==> src/logic/jrm_pkg.sv <==
// Package with register map, command codes and timing constants of the request monitor
package jrm_pkg;

  // ***************************************************************
  // Register byte offsets
  // ***************************************************************
  localparam logic [7:0] OFS_CTRL   = 8'h00;
  localparam logic [7:0] OFS_CMD    = 8'h04;
  localparam logic [7:0] OFS_ARG    = 8'h08;
  localparam logic [7:0] OFS_ID     = 8'h0c;
  localparam logic [7:0] OFS_RATE   = 8'h10;
  localparam logic [7:0] OFS_STORED = 8'h14;
  localparam logic [7:0] OFS_TMO    = 8'h18;
  localparam logic [7:0] OFS_STATUS = 8'h1c;
  localparam logic [7:0] OFS_RXHDR  = 8'h20;

  // ***************************************************************
  // Control register fields
  // ***************************************************************
  localparam int CTRL_HDR_SHOW = 0;
  localparam int CTRL_HDR_FMT  = 1;
  localparam int CTRL_SWAP     = 2;
  localparam int CTRL_SILENT   = 3;
  localparam int CTRL_X5       = 4;

  // ***************************************************************
  // Command codes, written to the low byte of the command register
  // ***************************************************************
  localparam logic [7:0] CMD_STOP        = 8'h00;
  localparam logic [7:0] CMD_TESTER_ADDR = 8'h01;
  localparam logic [7:0] CMD_PRIORITY    = 8'h02;
  localparam logic [7:0] CMD_HEADER3     = 8'h03;
  localparam logic [7:0] CMD_HEADER4     = 8'h04;
  localparam logic [7:0] CMD_PROTOCOL    = 8'h05;
  localparam logic [7:0] CMD_OPTS_DIV    = 8'h06;
  localparam logic [7:0] CMD_STORE_RATE  = 8'h07;
  localparam logic [7:0] CMD_TMO_X5      = 8'h08;
  localparam logic [7:0] CMD_TMO_X1      = 8'h09;
  localparam logic [7:0] CMD_DM1         = 8'h0a;
  localparam logic [7:0] CMD_SILENT_OFF  = 8'h0b;
  localparam logic [7:0] CMD_GROUP_MON   = 8'h0c;
  localparam logic [7:0] CMD_HDR_ON      = 8'h0d;
  localparam logic [7:0] CMD_HDR_FMT_OFF = 8'h0e;
  localparam logic [7:0] CMD_SWAP_OFF    = 8'h0f;
  localparam logic [7:0] CMD_REQUEST     = 8'h10;
  localparam logic [7:0] CMD_SOFT_RESET  = 8'h11;

  // ***************************************************************
  // Identifier layout and values after reset
  // ***************************************************************
  localparam int          ID_W          = 29;
  localparam int          PF_HI         = 23;
  localparam logic [3:0]  PF_BCAST_NIB  = 4'hf;
  localparam logic [7:0]  GLOBAL_ADDR   = 8'hff;
  localparam logic [7:0]  TESTER_ADDR   = 8'hf9;
  localparam logic [28:0] ID_RST        = 29'h18eafff9;
  localparam logic [7:0]  DM1_PF        = 8'hfe;
  localparam logic [7:0]  DM1_PS        = 8'hca;
  localparam logic [7:0]  J_OPTIONS     = 8'h42;
  localparam logic [7:0]  PROTO_A       = 8'h0a;
  localparam logic [7:0]  RATE_BASE_K   = 8'd250;
  localparam logic [7:0]  DIV_BASE_K    = 8'd250;
  localparam logic [7:0]  DIV_250K      = 8'h02;
  localparam logic [7:0]  STORED_OPT_RST = 8'h42;
  localparam logic [7:0]  STORED_DIV_RST = 8'h01;
  localparam logic [4:0]  CTRL_RST      = 5'b01110;
  localparam logic [2:0]  TMO_MULT      = 3'd5;

  // ***************************************************************
  // Timing
  // ***************************************************************
  localparam int          CLK_NS        = 10;
  localparam int          MS_NS         = 1000000;
  localparam int          MS_CYCLES     = MS_NS / CLK_NS;
  localparam logic [7:0]  TMO_MS_RST    = 8'd100;

  typedef enum logic [1:0] {JRM_IDLE, JRM_SEND, JRM_WAIT, JRM_MON} jrm_state_t;

endpackage

==> src/logic/jrm_id_decode.sv <==
// Identifier classifier and header display formatter
`timescale 1ns/1ps

module jrm_id_decode
  import jrm_pkg::*;
(
  // Identifier in
  input  wire logic [28:0] id,
  input  wire logic        hdr_fmt,
  // Classification
  output logic             broadcast,
  output logic             global_dst,
  output logic [17:0]      group,
  // Display word
  output logic [31:0]      disp
);

  logic [7:0] pf;
  logic [7:0] ps;

  assign pf = id[PF_HI -: 8];
  assign ps = id[PF_HI-8 -: 8];

  always_comb begin
    broadcast  = (pf[7:4] == PF_BCAST_NIB);
    global_dst = !broadcast && (ps == GLOBAL_ADDR);
    group      = broadcast ? id[25:8] : {id[25:16], 8'h00};
    if (hdr_fmt) begin
      // Priority digit, then one digit for both page bits
      disp = {1'b0, id[28:26], 2'b00, id[25:24], id[23:0]};
    end else begin
      disp = {3'b000, id[28:0]};
    end
  end

endmodule

==> src/logic/jrm_monitor.sv <==
// Request monitor: command register file, request sender and group monitor
//
// The APB slave port and the placing of the registers were decided locally.
`timescale 1ns/1ps

// Functional notes
// - format upper digit F means broadcast
// - addressed frame to FF is global
// - fixed source F9, changed by command
// - header loadable in one or two steps
// - drop three top bits of written values
// - protocol A gives 250 kbps directly
// - other protocols use options 42 and divisor
// - command rate lost on soft reset, stored kept
// - timeout times five, then back to one
// - trouble-code monitor runs until host character
// - silent by default, ack when turned off
// - unacknowledged frame printed with error marker while silent
// - group of six digits or four plus 00
// - trailing count limits monitored messages
// - headers hidden until display turned on
// - formatted header: priority, page digit, bytes
// - unformatted header: five-bit first byte
// - group number line sends a request
// - default request identifier 6 EA FF F9
// - request group bytes sent reversed unless disabled
module jrm_monitor
  import jrm_pkg::*;
#(
  parameter int MS_CYC = MS_CYCLES
)(
  // Clock and reset
  input  wire logic                pclk,
  input  wire logic                presetn,
  // APB slave
  input  wire logic                psel,
  input  wire logic                penable,
  input  wire logic                pwrite,
  input  wire logic [7:0]          paddr,
  input  wire logic [31:0]         pwdata,
  output logic [31:0]              prdata,
  output logic                     pready,
  output logic                     pslverr,
  // Request transmit
  output logic                     tx_valid,
  input  wire logic                tx_ready,
  output logic [jrm_pkg::ID_W-1:0] tx_id,
  output logic [23:0]              tx_data,
  // Received frames
  input  wire logic                rx_valid,
  input  wire logic [jrm_pkg::ID_W-1:0] rx_id,
  input  wire logic                rx_acked,
  input  wire logic                rx_msg_done,
  // CAN controller setup
  output logic                     ack_enable,
  output logic [7:0]               can_options,
  output logic [7:0]               can_divisor,
  // Print stream
  output logic                     out_valid,
  output logic [31:0]              out_header,
  output logic                     out_show_header,
  output logic                     out_rx_error,
  output logic                     out_prompt
);

  // ***************************************************************
  // Storage
  // ***************************************************************
  jrm_state_t  state;
  logic [4:0]  ctrl;
  logic [31:0] arg;
  logic [28:0] id_reg;
  logic [7:0]  pb_opt;
  logic [7:0]  pb_div;
  logic [7:0]  st_opt;
  logic [7:0]  st_div;
  logic [7:0]  proto;
  logic [7:0]  tmo_ms;
  logic [23:0] grp;
  logic [3:0]  mon_left;
  logic        no_data;
  logic        got_reply;
  logic [31:0] ms_cnt;
  logic [10:0] ms_left;
  logic        rx_broadcast;
  logic        rx_global;
  logic [17:0] rx_group;
  logic [31:0] rx_disp;
  logic        wr;
  logic        rd_setup;
  logic        cmd_wr;
  logic [7:0]  cmd;
  logic        mapped;
  logic        grp_hit;
  logic        ms_tick;

  // ***************************************************************
  // Bus decode
  // ***************************************************************
  function automatic logic is_mapped(input logic [7:0] a);
    is_mapped = (a[1:0] == 2'b00) && (a <= OFS_RXHDR);
  endfunction

  assign mapped   = is_mapped(paddr);
  assign pready   = psel && penable;
  assign pslverr  = psel && penable && !mapped;
  assign wr       = psel && penable && pwrite && mapped;
  assign rd_setup = psel && !penable && !pwrite;
  assign cmd_wr   = wr && (paddr == OFS_CMD);
  assign cmd      = pwdata[7:0];

  always_ff @(posedge pclk or negedge presetn) begin
    if (!presetn) begin
      prdata <= 32'h0;
    end else if (rd_setup) begin
      unique case (paddr)
        OFS_CTRL:   prdata <= {27'h0, ctrl};
        OFS_ARG:    prdata <= arg;
        OFS_ID:     prdata <= {3'b000, id_reg};
        OFS_RATE:   prdata <= {8'h00, proto, can_options, can_divisor};
        OFS_STORED: prdata <= {16'h0, st_opt, st_div};
        OFS_TMO:    prdata <= {24'h0, tmo_ms};
        OFS_STATUS: prdata <= {18'h0, mon_left, got_reply, no_data, 6'h0, state};
        OFS_RXHDR:  prdata <= out_header;
        default:    prdata <= 32'h0;
      endcase
    end
  end

  // ***************************************************************
  // Configuration registers
  // ***************************************************************
  always_ff @(posedge pclk or negedge presetn) begin
    if (!presetn) begin
      arg <= 32'h0;
    end else if (wr && paddr == OFS_ARG) begin
      arg <= pwdata;
    end
  end

  always_ff @(posedge pclk or negedge presetn) begin
    if (!presetn) begin
      ctrl <= CTRL_RST;
    end else if (cmd_wr && cmd == CMD_SOFT_RESET) begin
      ctrl <= CTRL_RST;
    end else if (wr && paddr == OFS_CTRL) begin
      ctrl <= pwdata[4:0];
    end else if (cmd_wr) begin
      unique case (cmd)
        CMD_HDR_ON:      ctrl[CTRL_HDR_SHOW] <= 1'b1;
        CMD_HDR_FMT_OFF: ctrl[CTRL_HDR_FMT]  <= 1'b0;
        CMD_SWAP_OFF:    ctrl[CTRL_SWAP]     <= 1'b0;
        CMD_SILENT_OFF:  ctrl[CTRL_SILENT]   <= 1'b0;
        CMD_TMO_X5:      ctrl[CTRL_X5]       <= 1'b1;
        CMD_TMO_X1:      ctrl[CTRL_X5]       <= 1'b0;
        default:         ;
      endcase
    end
  end

  // Identifier of outgoing requests
  always_ff @(posedge pclk or negedge presetn) begin
    if (!presetn) begin
      id_reg <= ID_RST;
    end else if (cmd_wr) begin
      unique case (cmd)
        CMD_TESTER_ADDR: id_reg[7:0]   <= arg[7:0];
        CMD_PRIORITY:    id_reg[28:24] <= arg[4:0];
        CMD_HEADER3:     id_reg[23:0]  <= arg[23:0];
        CMD_HEADER4:     id_reg        <= arg[28:0];
        CMD_SOFT_RESET:  id_reg        <= ID_RST;
        default:         ;
      endcase
    end
  end

  // Rate set by command is volatile; stored copy survives soft reset
  always_ff @(posedge pclk or negedge presetn) begin
    if (!presetn) begin
      pb_opt <= STORED_OPT_RST;
      pb_div <= STORED_DIV_RST;
      st_opt <= STORED_OPT_RST;
      st_div <= STORED_DIV_RST;
      proto  <= PROTO_A;
      tmo_ms <= TMO_MS_RST;
    end else begin
      if (cmd_wr && cmd == CMD_OPTS_DIV) begin
        pb_opt <= arg[15:8];
        pb_div <= arg[7:0];
      end else if (cmd_wr && cmd == CMD_SOFT_RESET) begin
        pb_opt <= st_opt;
        pb_div <= st_div;
      end
      if (cmd_wr && cmd == CMD_STORE_RATE) begin
        st_opt <= arg[15:8];
        st_div <= arg[7:0];
      end
      if (cmd_wr && cmd == CMD_PROTOCOL) begin
        proto <= arg[7:0];
      end
      if (wr && paddr == OFS_TMO) begin
        tmo_ms <= pwdata[7:0];
      end
    end
  end

  always_ff @(posedge pclk or negedge presetn) begin
    if (!presetn) begin
      can_options <= J_OPTIONS;
      can_divisor <= DIV_250K;
    end else if (proto == PROTO_A) begin
      can_options <= J_OPTIONS;
      can_divisor <= DIV_250K;
    end else begin
      can_options <= pb_opt;
      can_divisor <= pb_div;
    end
  end

  assign ack_enable = !ctrl[CTRL_SILENT];

  // ***************************************************************
  // Received frame classification
  // ***************************************************************
  jrm_id_decode u_dec (
    .id        (rx_id),
    .hdr_fmt   (ctrl[CTRL_HDR_FMT]),
    .broadcast (rx_broadcast),
    .global_dst(rx_global),
    .group     (rx_group),
    .disp      (rx_disp)
  );

  assign grp_hit = rx_valid && (rx_group == grp[17:0]);

  // ***************************************************************
  // Reply timeout, counted in milliseconds
  // ***************************************************************
  assign ms_tick = (ms_cnt == 32'(MS_CYC - 1));

  always_ff @(posedge pclk or negedge presetn) begin
    if (!presetn) begin
      ms_cnt <= 32'h0;
    end else if (state != JRM_WAIT || rx_valid || ms_tick) begin
      ms_cnt <= 32'h0;
    end else begin
      ms_cnt <= ms_cnt + 32'h1;
    end
  end

  // ***************************************************************
  // Command sequencer
  // ***************************************************************
  always_ff @(posedge pclk or negedge presetn) begin
    if (!presetn) begin
      state     <= JRM_IDLE;
      grp       <= 24'h0;
      mon_left  <= 4'h0;
      no_data   <= 1'b0;
      got_reply <= 1'b0;
      ms_left   <= 11'h0;
    end else begin
      unique case (state)
        JRM_IDLE: begin
          if (cmd_wr && cmd == CMD_DM1) begin
            grp      <= {8'h00, DM1_PF, DM1_PS};
            mon_left <= 4'h0;
            state    <= JRM_MON;
          end else if (cmd_wr && cmd == CMD_GROUP_MON) begin
            // Four-digit group gets 00 as upper byte
            grp      <= arg[28] ? arg[23:0] : {8'h00, arg[15:0]};
            mon_left <= arg[27:24];
            state    <= JRM_MON;
          end else if (cmd_wr && cmd == CMD_REQUEST) begin
            grp       <= arg[23:0];
            no_data   <= 1'b0;
            got_reply <= 1'b0;
            state     <= JRM_SEND;
          end
        end
        JRM_SEND: begin
          if (tx_ready) begin
            ms_left <= ctrl[CTRL_X5] ? 11'(tmo_ms * TMO_MULT) : {3'b000, tmo_ms};
            state   <= JRM_WAIT;
          end
        end
        JRM_WAIT: begin
          if (rx_valid) begin
            got_reply <= 1'b1;
            ms_left   <= ctrl[CTRL_X5] ? 11'(tmo_ms * TMO_MULT) : {3'b000, tmo_ms};
          end else if (ms_tick) begin
            if (ms_left <= 11'h1) begin
              no_data <= !got_reply;
              state   <= JRM_IDLE;
            end else begin
              ms_left <= ms_left - 11'h1;
            end
          end
        end
        JRM_MON: begin
          if (cmd_wr) begin
            state <= JRM_IDLE;
          end else if (grp_hit && rx_msg_done && mon_left != 4'h0) begin
            mon_left <= mon_left - 4'h1;
            if (mon_left == 4'h1) begin
              state <= JRM_IDLE;
            end
          end
        end
      endcase
    end
  end

  // ***************************************************************
  // Request output, group bytes reversed unless swapping is off
  // ***************************************************************
  assign tx_valid = (state == JRM_SEND);
  assign tx_id    = id_reg;

  always_ff @(posedge pclk or negedge presetn) begin
    if (!presetn) begin
      tx_data <= 24'h0;
    end else if (state == JRM_IDLE) begin
      tx_data <= ctrl[CTRL_SWAP] ? {arg[7:0], arg[15:8], arg[23:16]} : arg[23:0];
    end
  end

  // ***************************************************************
  // Print stream
  // ***************************************************************
  function automatic logic next_idle_flag();
    next_idle_flag = (state == JRM_MON && (cmd_wr ||
                      (grp_hit && rx_msg_done && mon_left == 4'h1))) ||
                     (state == JRM_WAIT && !rx_valid && ms_tick && ms_left <= 11'h1);
  endfunction

  always_ff @(posedge pclk or negedge presetn) begin
    if (!presetn) begin
      out_valid       <= 1'b0;
      out_header      <= 32'h0;
      out_show_header <= 1'b0;
      out_rx_error    <= 1'b0;
      out_prompt      <= 1'b0;
    end else begin
      out_valid       <= rx_valid && (state == JRM_WAIT || (state == JRM_MON && grp_hit));
      if (rx_valid) begin
        out_header    <= rx_disp;
      end
      out_show_header <= ctrl[CTRL_HDR_SHOW];
      out_rx_error    <= rx_valid && !rx_acked && ctrl[CTRL_SILENT];
      out_prompt      <= (state != JRM_IDLE) && (next_idle_flag());
    end
  end

  // ***************************************************************
  // Checks
  // ***************************************************************
  property p_rst_id;
    @(posedge pclk) disable iff (!presetn)
      $rose(presetn) |-> id_reg == ID_RST;
  endproperty
  a_rst_id: assert property (p_rst_id) else $error("request id not default");

  property p_priority;
    @(posedge pclk) disable iff (!presetn)
      cmd_wr && cmd == CMD_PRIORITY |=> id_reg[28:24] == $past(arg[4:0]) &&
        id_reg[23:0] == $past(id_reg[23:0]);
  endproperty
  a_priority: assert property (p_priority) else $error("priority load wrong");

  property p_header3;
    @(posedge pclk) disable iff (!presetn)
      cmd_wr && cmd == CMD_HEADER3 |=> id_reg[28:24] == $past(id_reg[28:24]);
  endproperty
  a_header3: assert property (p_header3) else $error("priority changed");

  property p_rate_a;
    @(posedge pclk) disable iff (!presetn)
      proto == PROTO_A |=> can_divisor == DIV_250K && can_options == J_OPTIONS;
  endproperty
  a_rate_a: assert property (p_rate_a) else $error("protocol A rate wrong");

  property p_x5;
    @(posedge pclk) disable iff (!presetn)
      state == JRM_SEND && tx_ready && ctrl[CTRL_X5] |=>
        ms_left == 11'(tmo_ms * TMO_MULT);
  endproperty
  a_x5: assert property (p_x5) else $error("timeout not stretched");

  property p_stop;
    @(posedge pclk) disable iff (!presetn)
      state == JRM_MON && cmd_wr |=> state == JRM_IDLE && out_prompt;
  endproperty
  a_stop: assert property (p_stop) else $error("monitor not stopped");

  property p_silent;
    @(posedge pclk) disable iff (!presetn)
      rx_valid && !rx_acked && !ack_enable |=> out_rx_error;
  endproperty
  a_silent: assert property (p_silent) else $error("error marker missing");

  property p_swap;
    @(posedge pclk) disable iff (!presetn)
      tx_valid && ctrl[CTRL_SWAP] && $past(state) == JRM_IDLE |->
        tx_data == {$past(arg[7:0]), $past(arg[15:8]), $past(arg[23:16])};
  endproperty
  a_swap: assert property (p_swap) else $error("group bytes not reversed");

  property p_class;
    @(posedge pclk) disable iff (!presetn)
      rx_valid && rx_id[15:8] == GLOBAL_ADDR && rx_id[23:20] != PF_BCAST_NIB |->
        rx_global && !rx_broadcast;
  endproperty
  a_class: assert property (p_class) else $error("global frame misclassified");

endmodule

==> config.mk <==
export PLATFORM = sky130hd
export DESIGN_NAME = jrm_monitor
export DESIGN_NICKNAME = d
export VERILOG_FILES = /design/src/logic/jrm_pkg.sv /design/src/logic/jrm_id_decode.sv /design/src/logic/jrm_monitor.sv
export SDC_FILE = /design/constraint.sdc
export NUM_CORES = 1
export LEC_CHECK = 0
export BUFFER_PORTS_ARGS = -buffer_cell sky130_fd_sc_hd__buf_2
export CORE_MARGIN = 5
export CORE_UTILIZATION = 56
export CTS_CLUSTER_DIAMETER = 120
export DETAILED_ROUTE_END_ITERATION = 8
export GPL_TIMING_DRIVEN = 0
export PLACE_DENSITY = 0.79
export SLEW_MARGIN = 5
export SYNTH_ARGS = -nofsm -noshare
export SYNTH_HDL_FRONTEND = slang
export SYNTH_SLANG_ARGS = --single-unit
==> constraint.sdc <==
create_clock -name pclk -period 3.5 [get_ports pclk]
set_input_delay 0.7 -clock pclk [delete_from_list [all_inputs] [get_ports pclk]]
set_output_delay 0.7 -clock pclk [all_outputs]
set_load 0.05 [all_outputs]
==> metrics.log, run 1 <==
INFO  metric status = finished, final reports clean
INFO  metric syn2layout_area_growth = 19.0%
INFO  metric ys_dominant_reg_cell = dfrtp_1
INFO  metric regToRegStartpoint = tmo_ms[1]
INFO  metric cts_post_setup_buffers_inserted = 0
INFO  metric setup_violations = 0
INFO  metric routed_via_density = 6.21
INFO  metric final_weighted_congestion_in_routability_driven_placement = 0.945
INFO  metric clock_insertion_delay_worst_skew = 0.58 ns
INFO  metric worstMarginPinSlew = 0.917 ns
INFO  metric floorplan.rows = 57
INFO  metric crit-reg2reg-capture = ms_left[9]
INFO  metric postRouteWirelength = 43700 um
INFO  metric avgSynthCellArea = 10.3 um^2
INFO  metric synthesis.area = 13900 um^2
INFO  metric cts_hold_buffers = 0
INFO  metric slew_headroom = 0.388
INFO  metric postSynthRegisterBits = 290
INFO  metric initial_antenna_violation_count = 7
INFO  metric initial_core_util = 0.569
INFO  metric synth_warnings = 0
INFO  metric timing.reg2reg.setup_slack = 0.85 ns
INFO  metric worst-path-max-fanout = 10
INFO  metric drtIter0Drc = 1441
INFO  metric tritoncts = built
INFO  metric worst-endpoint-required = 2.80 ns
INFO  metric cts.htree.levels = 1
INFO  metric layout-drive-gt1-share = 0.278
INFO  metric global_route_wire_length_before_repair = 68800 um
INFO  metric worst_clock_skew = 0.0242 ns
INFO  metric port_buffers = 213
INFO  metric top_signal_layer_used = met5
INFO  metric finalCritPeriodShare = 0.980
INFO  metric min_period = 3.43 ns
INFO  metric synthTopCellsByArea = dfrtp_1 (45%), mux2_2 (8.1%), dfstp_2 (7.2%)
INFO  metric routed-via-count = 12051
INFO  metric fin_tns_setup = 0 ns
INFO  metric hold_wc_path_type = input pin to asynchronous set/reset pin
INFO  metric p_leak = 7.62 nW
INFO  metric grt_pass1_vias = 12099
INFO  metric netlist.top_cell.by_area = dfrtp_1
INFO  metric synth_sequential_area_ratio = 0.526
INFO  metric complex_gate_fraction_of_the_synthesized_area = 0.130
INFO  metric fp.dieW = 167 um
INFO  metric synthDominantCellAreaShare = 0.454
INFO  metric fp.dieH = 167 um
INFO  metric io-pin-count = 219
INFO  metric globalRoute.totalOverflow = 0
INFO  metric power-per-cell-area = 553 nW/um^2
INFO  metric critPathLaunchType = input pin
INFO  metric drc = 0
INFO  metric synth_top_cells_by_count = dfrtp_1 (252), nor2_1 (190), mux2_2 (100)
INFO  metric synth_edf_count = 0
INFO  metric cts-buffers-inserted = 30
INFO  metric final_hold_viol_count = 0
INFO  metric max-clock-path-buffers = 3
INFO  metric drt-met1-wl = 17200 um
INFO  metric synth_most_common_cell = dfrtp_1
INFO  metric cts.clk_slew.worst_paths = 0.06 ns
INFO  metric synth_top_family_by_area = simple AND/OR/NAND/NOR gates
INFO  metric fp.dieArea = 28000 um^2
INFO  metric synth-simple-area-share = 0.161
INFO  metric maxClockFrequency = 0.291 GHz
INFO  metric fp.coreArea = 24400 um^2
INFO  metric grt_max_degree = 115
INFO  metric timing.hold.ws = 0.189 ns
INFO  metric xor_and_xnor_area_share_after_synthesis = 0.0265
INFO  metric netlist_instances = 1341
INFO  metric power.total = 9.13 mW
INFO  metric worst_setup_path_end_kind = primary output
INFO  metric antenna_violating_nets_post_route = 0
INFO  metric maxcap_violations = 0
INFO  metric vdd.ir_drop.worst = 0.599 mV
INFO  metric cts.root.buffer_cell = clkbuf_16
INFO  metric drv_slew = 0
INFO  metric synth_fa_ha_area_frac = 0.0168
INFO  metric critPathKind = input pin to primary output
INFO  metric met3_length = 4560 um
INFO  metric grt_setup_unrepaired = no
INFO  metric share_of_synthesized_registers_carrying_an_async_set_or_reset = 1.00
INFO  metric portion_of_netlist_area_occupied_by_mux_cells = 0.105
INFO  metric net_count_reported_at_finish = 1684
INFO  metric synthesis.nets = 1437
INFO  metric route.detailed.wl_per_inst = 22.5 um
INFO  metric cts_sinks = 290
INFO  metric gr-usage-all-layers = 0.308
INFO  metric synth_cell_type_count = 73
INFO  metric r2r_cells = 9
INFO  metric worstPathArrival = 2.73 ns
INFO  metric drt_first_pass_iters = 6
INFO  metric wire_length_on_met2 = 20100 um
INFO  metric detailed_place_hpwl = 31900 um
==> metrics by stage <==
step | cells | worst slack, ns | area [um^2] | utilization
finish | 1940 | 0.0684 | 16500 | 0.677
global route | 1940 | 0.00460 | 16500 | 0.677
global placement | 1878 | -3.56 | 15300 | 0.629
detailed placement | 1880 | -0.603 | 15400 | 0.632
CTS | 1936 | 0.0692 | 16500 | 0.677
floorplan | 1341 | 0.418 | 13900 | -
==> cells in the final DEF (no fill, tap or decap), drive strengths merged, types with 5 or more instances in the layout <==
master  instances
or3             9
nor3           30
and4            9
buf           238
a222oi         18
a221oi         11
mux2i          29
nand3          38
clkbuf        101
nor4           11
xnor2          24
nor2          194
and3           14
a21oi          85
nand2          97
and2           16
inv            33
nand2b         11
dfstp          38
a31oi          30
a22o            9
a22oi          36
nand4          17
nor2b          10
mux2          102
xor2           18
ha             17
o21ai          50
clkinv          7
dfrtp         252
a211oi          7
o22ai           5
==> metal layers <==
layer	global-route usage	vias up
li1	-	5299
met1	0.418	5938
met2	0.491	678
met3	0.0726	130
met4	0.111	6
met5	0	-
==> sequential cells by signal (all words and copies together) (netlist names), 11 cells and up <==
| register | count |
|---|---|
| arg | 32 |
| ms_cnt | 32 |
| ms_left | 11 |
| tx_id | 29 |
| out_header | 31 |
| prdata | 32 |
| tx_data | 24 |
| grp | 18 |
==> what timing repair did <==
item | CTS | global route
endpoints found under the setup margin | 1 | 0
hold endpoints to repair | 0 | 0
gates resized for setup | 3 | 0
==> cell type report <==
cell class | instances | area (um^2)
buffer | 83 | 363
inverter | 31 | 116
multi-input combinational | 937 | 6100
timing repair buffer | 215 | 1130
sequential | 290 | 7300
clock inverter | 15 | 201
antenna | 4 | 10.0
tap | 324 | 405
fill | 1890 | 7870
clock buffer | 41 | 882
==> power by group <==
part	leakage, nW	switching, mW	internal [mW]
registers	3.67	0.208	3.61
logic	3.42	1.39	0.486
clock network	0.524	1.42	2.00
==> worst max-delay path: stages <==
cell,delay (ns)
buf_2,0.11
or4_4,0.58
nor3_4,0.38
clkbuf_2,0.41
nor2_1,0.10
o31a_1,0.24
buf_2,0.21
==> logic make-up (layout without fill, tap and decap cells) <==
kind of cell / count (synthesis) / after routing
simple gates: 467 / 467
flops: 290 / 290
compound gates: 277 / 277
mux: 132 / 132
buf+inv: 114 / 385
xor+xnor: 42 / 42
fa+ha+maj: 18 / 18
other cells: 1 / 5
==> worst max path at each step <==
stage                  start           to  slack [ns]
CTS                 paddr[7]      pslverr        0.07
detailed placement  paddr[7]      pslverr       -0.60
finish              paddr[7]      pslverr        0.07
global route        paddr[7]      pslverr       0.005
global placement     presetn  tx_data[12]       -3.56
floorplan           paddr[7]      pslverr        0.42
Power figures use the tool's default switching activity.
==> inputs of run 2 (changes only) <==
--- a/config.mk
+++ b/config.mk
@@ -6,12 +6,15 @@
 export NUM_CORES = 1
 export LEC_CHECK = 0
 export BUFFER_PORTS_ARGS = -buffer_cell sky130_fd_sc_hd__buf_2
+export CELL_PAD_IN_SITES_DETAIL_PLACEMENT = 0
+export CELL_PAD_IN_SITES_GLOBAL_PLACEMENT = 1
 export CORE_MARGIN = 5
-export CORE_UTILIZATION = 56
+export CORE_UTILIZATION = 44
 export CTS_CLUSTER_DIAMETER = 120
 export DETAILED_ROUTE_END_ITERATION = 8
 export GPL_TIMING_DRIVEN = 0
-export PLACE_DENSITY = 0.79
+export PLACE_DENSITY_LB_ADDON = 0.1
+export RECOVER_POWER = 50
 export SLEW_MARGIN = 5
 export SYNTH_ARGS = -nofsm -noshare
 export SYNTH_HDL_FRONTEND = slang
==> run 2 against run 1 <==
Net effect:
- the run now ends with max-capacitance violations, max-slew violations left
- flip-flop and latch count unchanged
- sequential share of layout area down 0.10 points
- hold slack better by 0.15 ns
- highest routed layer unchanged
- utilization decreased by 15 points
- largest cell class unchanged
==> metrics.log, run 2 (synthesized netlist as in run 1, its figures left out) <==
INFO  metric net_count_reported_at_finish = 1688 (+0.24%)
INFO  metric place_inst = 1958 (+4.1%)
INFO  metric syn2layout_area_growth = 19.3%
INFO  metric routed_via_density = 5.80 (-6.6%)
INFO  metric grt_pass1_vias = 11604 (-4.1%)
INFO  metric worst-path-max-fanout = 10 (unchanged)
INFO  metric fp.coreArea = 31300 um^2 (+28%)
INFO  metric final_hold_viol_count = 0 (unchanged)
INFO  metric global_route_wire_length_before_repair = 73300 um (+6.6%)
INFO  metric maxClockFrequency = 0.291 GHz (-0.14%)
INFO  metric initial_core_util = 0.443 (-0.126)
INFO  metric drt_first_pass_iters = 6 (unchanged)
INFO  metric p_leak = 7.41 nW (-2.7%)
INFO  metric drtIter0Drc = 1188 (-18%)
INFO  metric gr-usage-all-layers = 0.270 (-0.0388)
INFO  metric timing.hold.ws = 0.341 ns (+0.152 ns)
INFO  metric fp.dieW = 188 um (+12%)
INFO  metric post_layout_nonfiller_instances = 2020 (+4.1%)
INFO  metric finalCritPeriodShare = 0.982 (+0.00141)
INFO  metric cts.clk_slew.worst_paths = 0.06 ns (about the same)
INFO  metric worstMarginPinSlew = 2.22 ns (+1.31 ns)
INFO  metric route.detailed.wl_per_inst = 23.9 um (+5.8%)
INFO  metric fp.dieArea = 35200 um^2 (+26%)
INFO  metric port_buffers = 213 (unchanged)
INFO  metric met1_usage = 0.377 (-0.0402)
INFO  metric maxcap_violations = 1 (+1)
INFO  metric layout-drive-gt1-share = 0.233 (-0.0454)
INFO  metric cts.root.buffer_cell = clkbuf_16
INFO  metric reg.largest.list = arg (32), ms_cnt (32), prdata (32)
INFO  metric grt_setup_unrepaired = no
INFO  metric floorplan.rows = 65 (+14%)
INFO  metric critPathKind = input pin to primary output
INFO  metric grt_max_degree = 113 (-1.7%)
INFO  metric antenna_violating_nets_post_route = 0 (unchanged)
INFO  metric fp.dieH = 188 um (+12%)
INFO  metric cts-buffers-inserted = 34 (+13%)
INFO  metric grt.met3_usage = 0.0493 (-0.0233)
INFO  metric worst-endpoint-required = 2.80 ns (about the same)
INFO  metric worst_setup_path_end_kind = primary output
INFO  metric cts_hold_buffers = 0 (unchanged)
INFO  metric violations = max-capacitance violations, max-slew violations
INFO  metric drv_slew = 87 (+87)
INFO  metric tritoncts = built
INFO  metric final_core_util = 0.529 (-0.148)
INFO  metric hold_wc_path_type = input pin to flip-flop
INFO  metric power-per-cell-area = 562 nW/um^2 (+1.6%)
INFO  metric timing.reg2reg.setup_slack = 0.89 ns (+0.04 ns)
INFO  metric slew_headroom = -0.483 (-0.871)
INFO  metric leading_cell_type_in_the_layout_fill_and_taps_excluded = dfrtp_1
INFO  metric layout.cells.most_common_list = dfrtp_1 (252), nor2_1 (190), buf_2 (157)
INFO  metric max-clock-path-buffers = 3 (unchanged)
INFO  metric initial_antenna_violation_count = 3 (-4)
INFO  metric globalRoute.totalOverflow = 0 (unchanged)
INFO  metric detailed_place_hpwl = 35500 um (+11%)
INFO  metric postRouteWirelength = 48200 um (+10%)
INFO  metric cts.htree.levels = 2 (+1)
INFO  metric worstPathArrival = 2.74 ns (about the same)
INFO  metric routed-via-count = 11714 (-2.8%)
INFO  metric worst_clock_skew = 0.0253 ns (+0.00115 ns)
INFO  metric drc = 0 (unchanged)
INFO  metric grt_util_met2 = 0.435 (-0.0553)
INFO  metric status = finished with violations
INFO  metric clock_insertion_delay_worst_skew = 0.52 ns (-0.06 ns)
INFO  metric grt_most_used_layer = met2
INFO  metric vdd.ir_drop.worst = 0.440 mV (-27%)
INFO  metric final_weighted_congestion_in_routability_driven_placement = 0.909 (-3.8%)
INFO  metric min_period = 3.44 ns (+0.00494 ns)
INFO  metric io-pin-count = 219 (unchanged)
INFO  metric setup_violations = 0 (unchanged)
INFO  metric critPathLaunchType = input pin
INFO  metric cts_sinks = 290 (unchanged)
==> run 2: timing repair <==
action                     in CTS  in global routing
gates resized for setup         3                  1
buffers inserted                0                  0
pin swaps                       0                  0
setup endpoints to repair       1                  1
==> run 2: where the power goes <==
| part | internal (mW) | switching [mW] | total [mW] |
|---|---|---|---|
| combinational | 0.441 | 1.41 | 1.85 |
| clock | 2.21 | 1.41 | 3.62 |
| sequential | 3.61 | 0.215 | 3.83 |
==> run 2: final timing paths <==
kind,from,depth (start not counted),to
worst max-delay path,paddr[7],7,pslverr
worst min-delay path,rx_acked,2,out_rx_error
worst max register to register,state[1],7,ms_left[5]
worst min register to register,pb_div[0],2,pb_div[0]
max in group asynchronous,presetn,3,tx_data[13]
min in group asynchronous,presetn,1,ms_cnt[26]
==> run 2: layout make-up <==
class | instances | area [um^2]
Fill cell | 2923 | 14800
Sequential cell | 290 | 7300
Multi-Input combinational cell | 937 | 6100
Timing Repair Buffer | 215 | 1030
Clock buffer | 52 | 1010
Tap cell | 402 | 503
Buffer | 83 | 363
Clock inverter | 9 | 124
Inverter | 31 | 116
Antenna cell | 1 | 2.50
==> run 2: worst max-delay path, cell delays in order <==
cell,delay [ns]
buf_2,0.12
or4_4,0.57
nor3_4,0.40
buf_2,0.40
nor2_1,0.09
o31a_1,0.24
buf_2,0.21
==> run 2: routing by layer <==
| layer | vias up | wire [um] |
|---|---|---|
| li1 | 5290 | - |
| met1 | 5880 | 20900 |
| met2 | 465 | 22500 |
| met3 | 75 | 3430 |
| met4 | 4 | 1360 |
| met5 | - | 20 |
==> run 2: metrics by stage <==
step	total power [mW]	instance area (um^2)	setup TNS (ns)	worst slack, ns
2_1_floorplan	5.14	13900	0	0.418
5_1_grt	9.69	16600	0	0.0139
3_5_place_dp	5.78	15500	-0.537	-0.537
6_report	9.30	16600	0	0.0634
3_3_place_gp	5.76	15400	-1036.43	-3.85
4_1_cts	9.41	16700	0	0.106
==> inputs of run 3 (changes only) <==
--- a/config.mk
+++ b/config.mk
@@ -5,12 +5,13 @@
 export SDC_FILE = /design/constraint.sdc
 export NUM_CORES = 1
 export LEC_CHECK = 0
-export BUFFER_PORTS_ARGS = -buffer_cell sky130_fd_sc_hd__buf_2
+export BUFFER_PORTS_ARGS = -buffer_cell sky130_fd_sc_hd__clkbuf_2
 export CELL_PAD_IN_SITES_DETAIL_PLACEMENT = 0
 export CELL_PAD_IN_SITES_GLOBAL_PLACEMENT = 1
 export CORE_MARGIN = 5
 export CORE_UTILIZATION = 44
 export CTS_CLUSTER_DIAMETER = 120
+export CTS_CLUSTER_SIZE = 8
 export DETAILED_ROUTE_END_ITERATION = 8
 export GPL_TIMING_DRIVEN = 0
 export PLACE_DENSITY_LB_ADDON = 0.1
==> run 3 against run 2 <==
Net effect:
- combinational power about the same
- setup slack about the same
- via count decreased by 0.15%
- fmax about the same
- critical path type unchanged
- register-to-register slack got worse by 0.04 ns
- clock skew decreased by 0.013 ns
- final cell count increased by 0.69%
- the flow now finishes without violations
- largest cell class unchanged
- highest routed layer unchanged
==> metrics.log, run 3 (synthesized netlist as in run 1, its figures left out) <==
INFO  metric layout.cells.most_common_list = dfrtp_1 (252), nor2_1 (190), clkbuf_2 (177)
INFO  metric globalRoute.totalOverflow = 0 (unchanged)
INFO  metric initial_core_util = 0.443 (unchanged)
INFO  metric initial_antenna_violation_count = 2 (-1)
INFO  metric cts.root.buffer_cell = clkbuf_16
INFO  metric leading_cell_type_in_the_layout_fill_and_taps_excluded = dfrtp_1
INFO  metric crit-reg2reg-capture = ms_left[10]
INFO  metric drt_first_pass_iters = 6 (unchanged)
INFO  metric worst_setup_path_end_kind = primary output
INFO  metric regToRegStartpoint = tmo_ms[5]
INFO  metric worst-path-max-fanout = 10 (unchanged)
INFO  metric routed_via_density = 5.75 (-0.83%)
INFO  metric grt_setup_unrepaired = no
INFO  metric net_count_reported_at_finish = 1697 (+0.53%)
INFO  metric grt_util_met2 = 0.422 (-0.0135)
INFO  metric worst-endpoint-required = 2.80 ns (about the same)
INFO  metric grt_most_used_layer = met2
INFO  metric cts_hold_buffers = 0 (unchanged)
INFO  metric cts.htree.levels = 2 (unchanged)
INFO  metric grt_max_degree = 104 (-8.0%)
INFO  metric p_leak = 7.53 nW (+1.6%)
INFO  metric reg.largest.list = arg (32), ms_cnt (32), prdata (32)
INFO  metric power-per-cell-area = 570 nW/um^2 (+1.5%)
INFO  metric fp.coreArea = 31300 um^2 (unchanged)
INFO  metric drv_slew = 0 (-100%)
INFO  metric port_buffers = 213 (unchanged)
INFO  metric cp-startpoint = paddr[7]
INFO  metric place_inst = 1959 (+0.051%)
INFO  metric final_hold_viol_count = 0 (unchanged)
INFO  metric fp.dieH = 188 um (unchanged)
INFO  metric postRouteWirelength = 48300 um (+0.24%)
INFO  metric cts.clk_slew.worst_paths = 0.05 ns (about the same)
INFO  metric setup_violations = 0 (unchanged)
INFO  metric io-pin-count = 219 (unchanged)
INFO  metric max-clock-path-buffers = 3 (unchanged)
INFO  metric status = finished, final reports clean
INFO  metric gr-usage-all-layers = 0.270 (+0.000696)
INFO  metric fp.dieArea = 35200 um^2 (unchanged)
INFO  metric num_antenna_cells = 0 (-1)
INFO  metric global_route_wire_length_before_repair = 73400 um (+0.13%)
INFO  metric detailed_place_hpwl = 35500 um (-0.13%)
INFO  metric drtIter0Drc = 1042 (-12%)
INFO  metric syn2layout_area_growth = 20.2%
INFO  metric finalCritPeriodShare = 0.982 (about the same)
INFO  metric min_period = 3.44 ns (-0.000364 ns)
INFO  metric met1_usage = 0.376 (-0.00106)
INFO  metric layout-drive-gt1-share = 0.247 (+0.0144)
INFO  metric min_delay_worst_endpoint = out_rx_error
INFO  metric final_weighted_congestion_in_routability_driven_placement = 0.908 (about the same)
INFO  metric cts_sinks = 290 (unchanged)
INFO  metric worstPathArrival = 2.74 ns (about the same)
INFO  metric drc = 0 (unchanged)
INFO  metric timing.reg2reg.setup_slack = 0.85 ns (-0.04 ns)
INFO  metric antenna_violating_nets_post_route = 0 (unchanged)
INFO  metric floorplan.rows = 65 (unchanged)
INFO  metric vdd.ir_drop.worst = 0.484 mV (+10%)
INFO  metric critPathKind = input pin to primary output
INFO  metric final_core_util = 0.533 (+0.00400)
INFO  metric routed-via-count = 11697 (-0.15%)
INFO  metric grt.met3_usage = 0.0568 (+0.00745)
INFO  metric route.detailed.wl_per_inst = 23.8 um (-0.45%)
INFO  metric post_layout_nonfiller_instances = 2034 (+0.69%)
INFO  metric clock_insertion_delay_worst_skew = 0.54 ns (+0.02 ns)
INFO  metric r2r_cells = 9 (+2)
INFO  metric grt_pass1_vias = 11739 (+1.2%)
INFO  metric fp.dieW = 188 um (unchanged)
INFO  metric worstMarginPinSlew = 1.44 ns (-0.786 ns)
INFO  metric slew_headroom = 0.0413 (+0.524)
INFO  metric hold_wc_path_type = input pin to flip-flop
INFO  metric critPathLaunchType = input pin
INFO  metric maxClockFrequency = 0.291 GHz (about the same)
INFO  metric maxcap_violations = 0 (-1)
INFO  metric tritoncts = built
INFO  metric min-delay-start = rx_acked
INFO  metric cts-buffers-inserted = 42 (+24%)
INFO  metric worst_clock_skew = 0.0120 ns (-0.0134 ns)
INFO  metric cell_depth_of_the_worst_hold_path = 2 (unchanged)
-- run 3: layout make-up --
class	count	area (um^2)
buffer	83	363
clock buffer	71	1160
clock inverter	4	67.6
fill	2895	14600
inverter	31	116
multi-input combinational	937	6100
sequential	290	7300
tap	402	503
timing repair buffer	216	1060
-- run 3: worst max-delay path by stage --
stage | slack (ns) | depth (start not counted) | endpoint
3_3_place_gp | -4.60 | 1 | tx_data[11]
2_1_floorplan | 0.42 | 5 | pslverr
6_report | 0.06 | 7 | pslverr
5_1_grt | 0.03 | 7 | pslverr
4_1_cts | 0.09 | 7 | pslverr
3_5_place_dp | -0.57 | 7 | pslverr
-- run 3: layer usage --
| layer | wire length, um | part of all wire |
|---|---|---|
| met5 | 14 | 0.00029 |
| met3 | 3520 | 0.073 |
| met1 | 20700 | 0.43 |
| met4 | 1860 | 0.038 |
| met2 | 22200 | 0.46 |
-- run 3: report_power, final --
part / internal [mW] / switching [mW]
clock network: 2.26 / 1.55
registers: 3.62 / 0.211
logic: 0.452 / 1.41
-- run 3: per-stage QoR --
stage               power, mW  setup TNS [ns]  worst slack [ns]  hold WS (ns)  cell area [um^2]
floorplan                5.14               0             0.418         0.371             13900
global placement         5.76        -1246.73             -4.60         0.447             15400
detailed placement       5.78          -0.568            -0.568         0.448             15500
CTS                      9.61               0            0.0878        0.0421             16800
global route             9.91               0            0.0261         0.321             16700
finish                   9.51               0            0.0638         0.323             16700
-- run 3: what timing repair did --
item	in CTS	in global routing
buffers inserted	0	0
gates cloned	0	0
setup endpoints to repair	1	1
resized for setup	3	1
-- run 3: worst max-delay path: stages --
cell	delay, ns
clkbuf_2	0.10
or4_4	0.57
nor3_4	0.38
buf_2	0.41
nor2_1	0.09
o31a_1	0.24
clkbuf_2	0.24
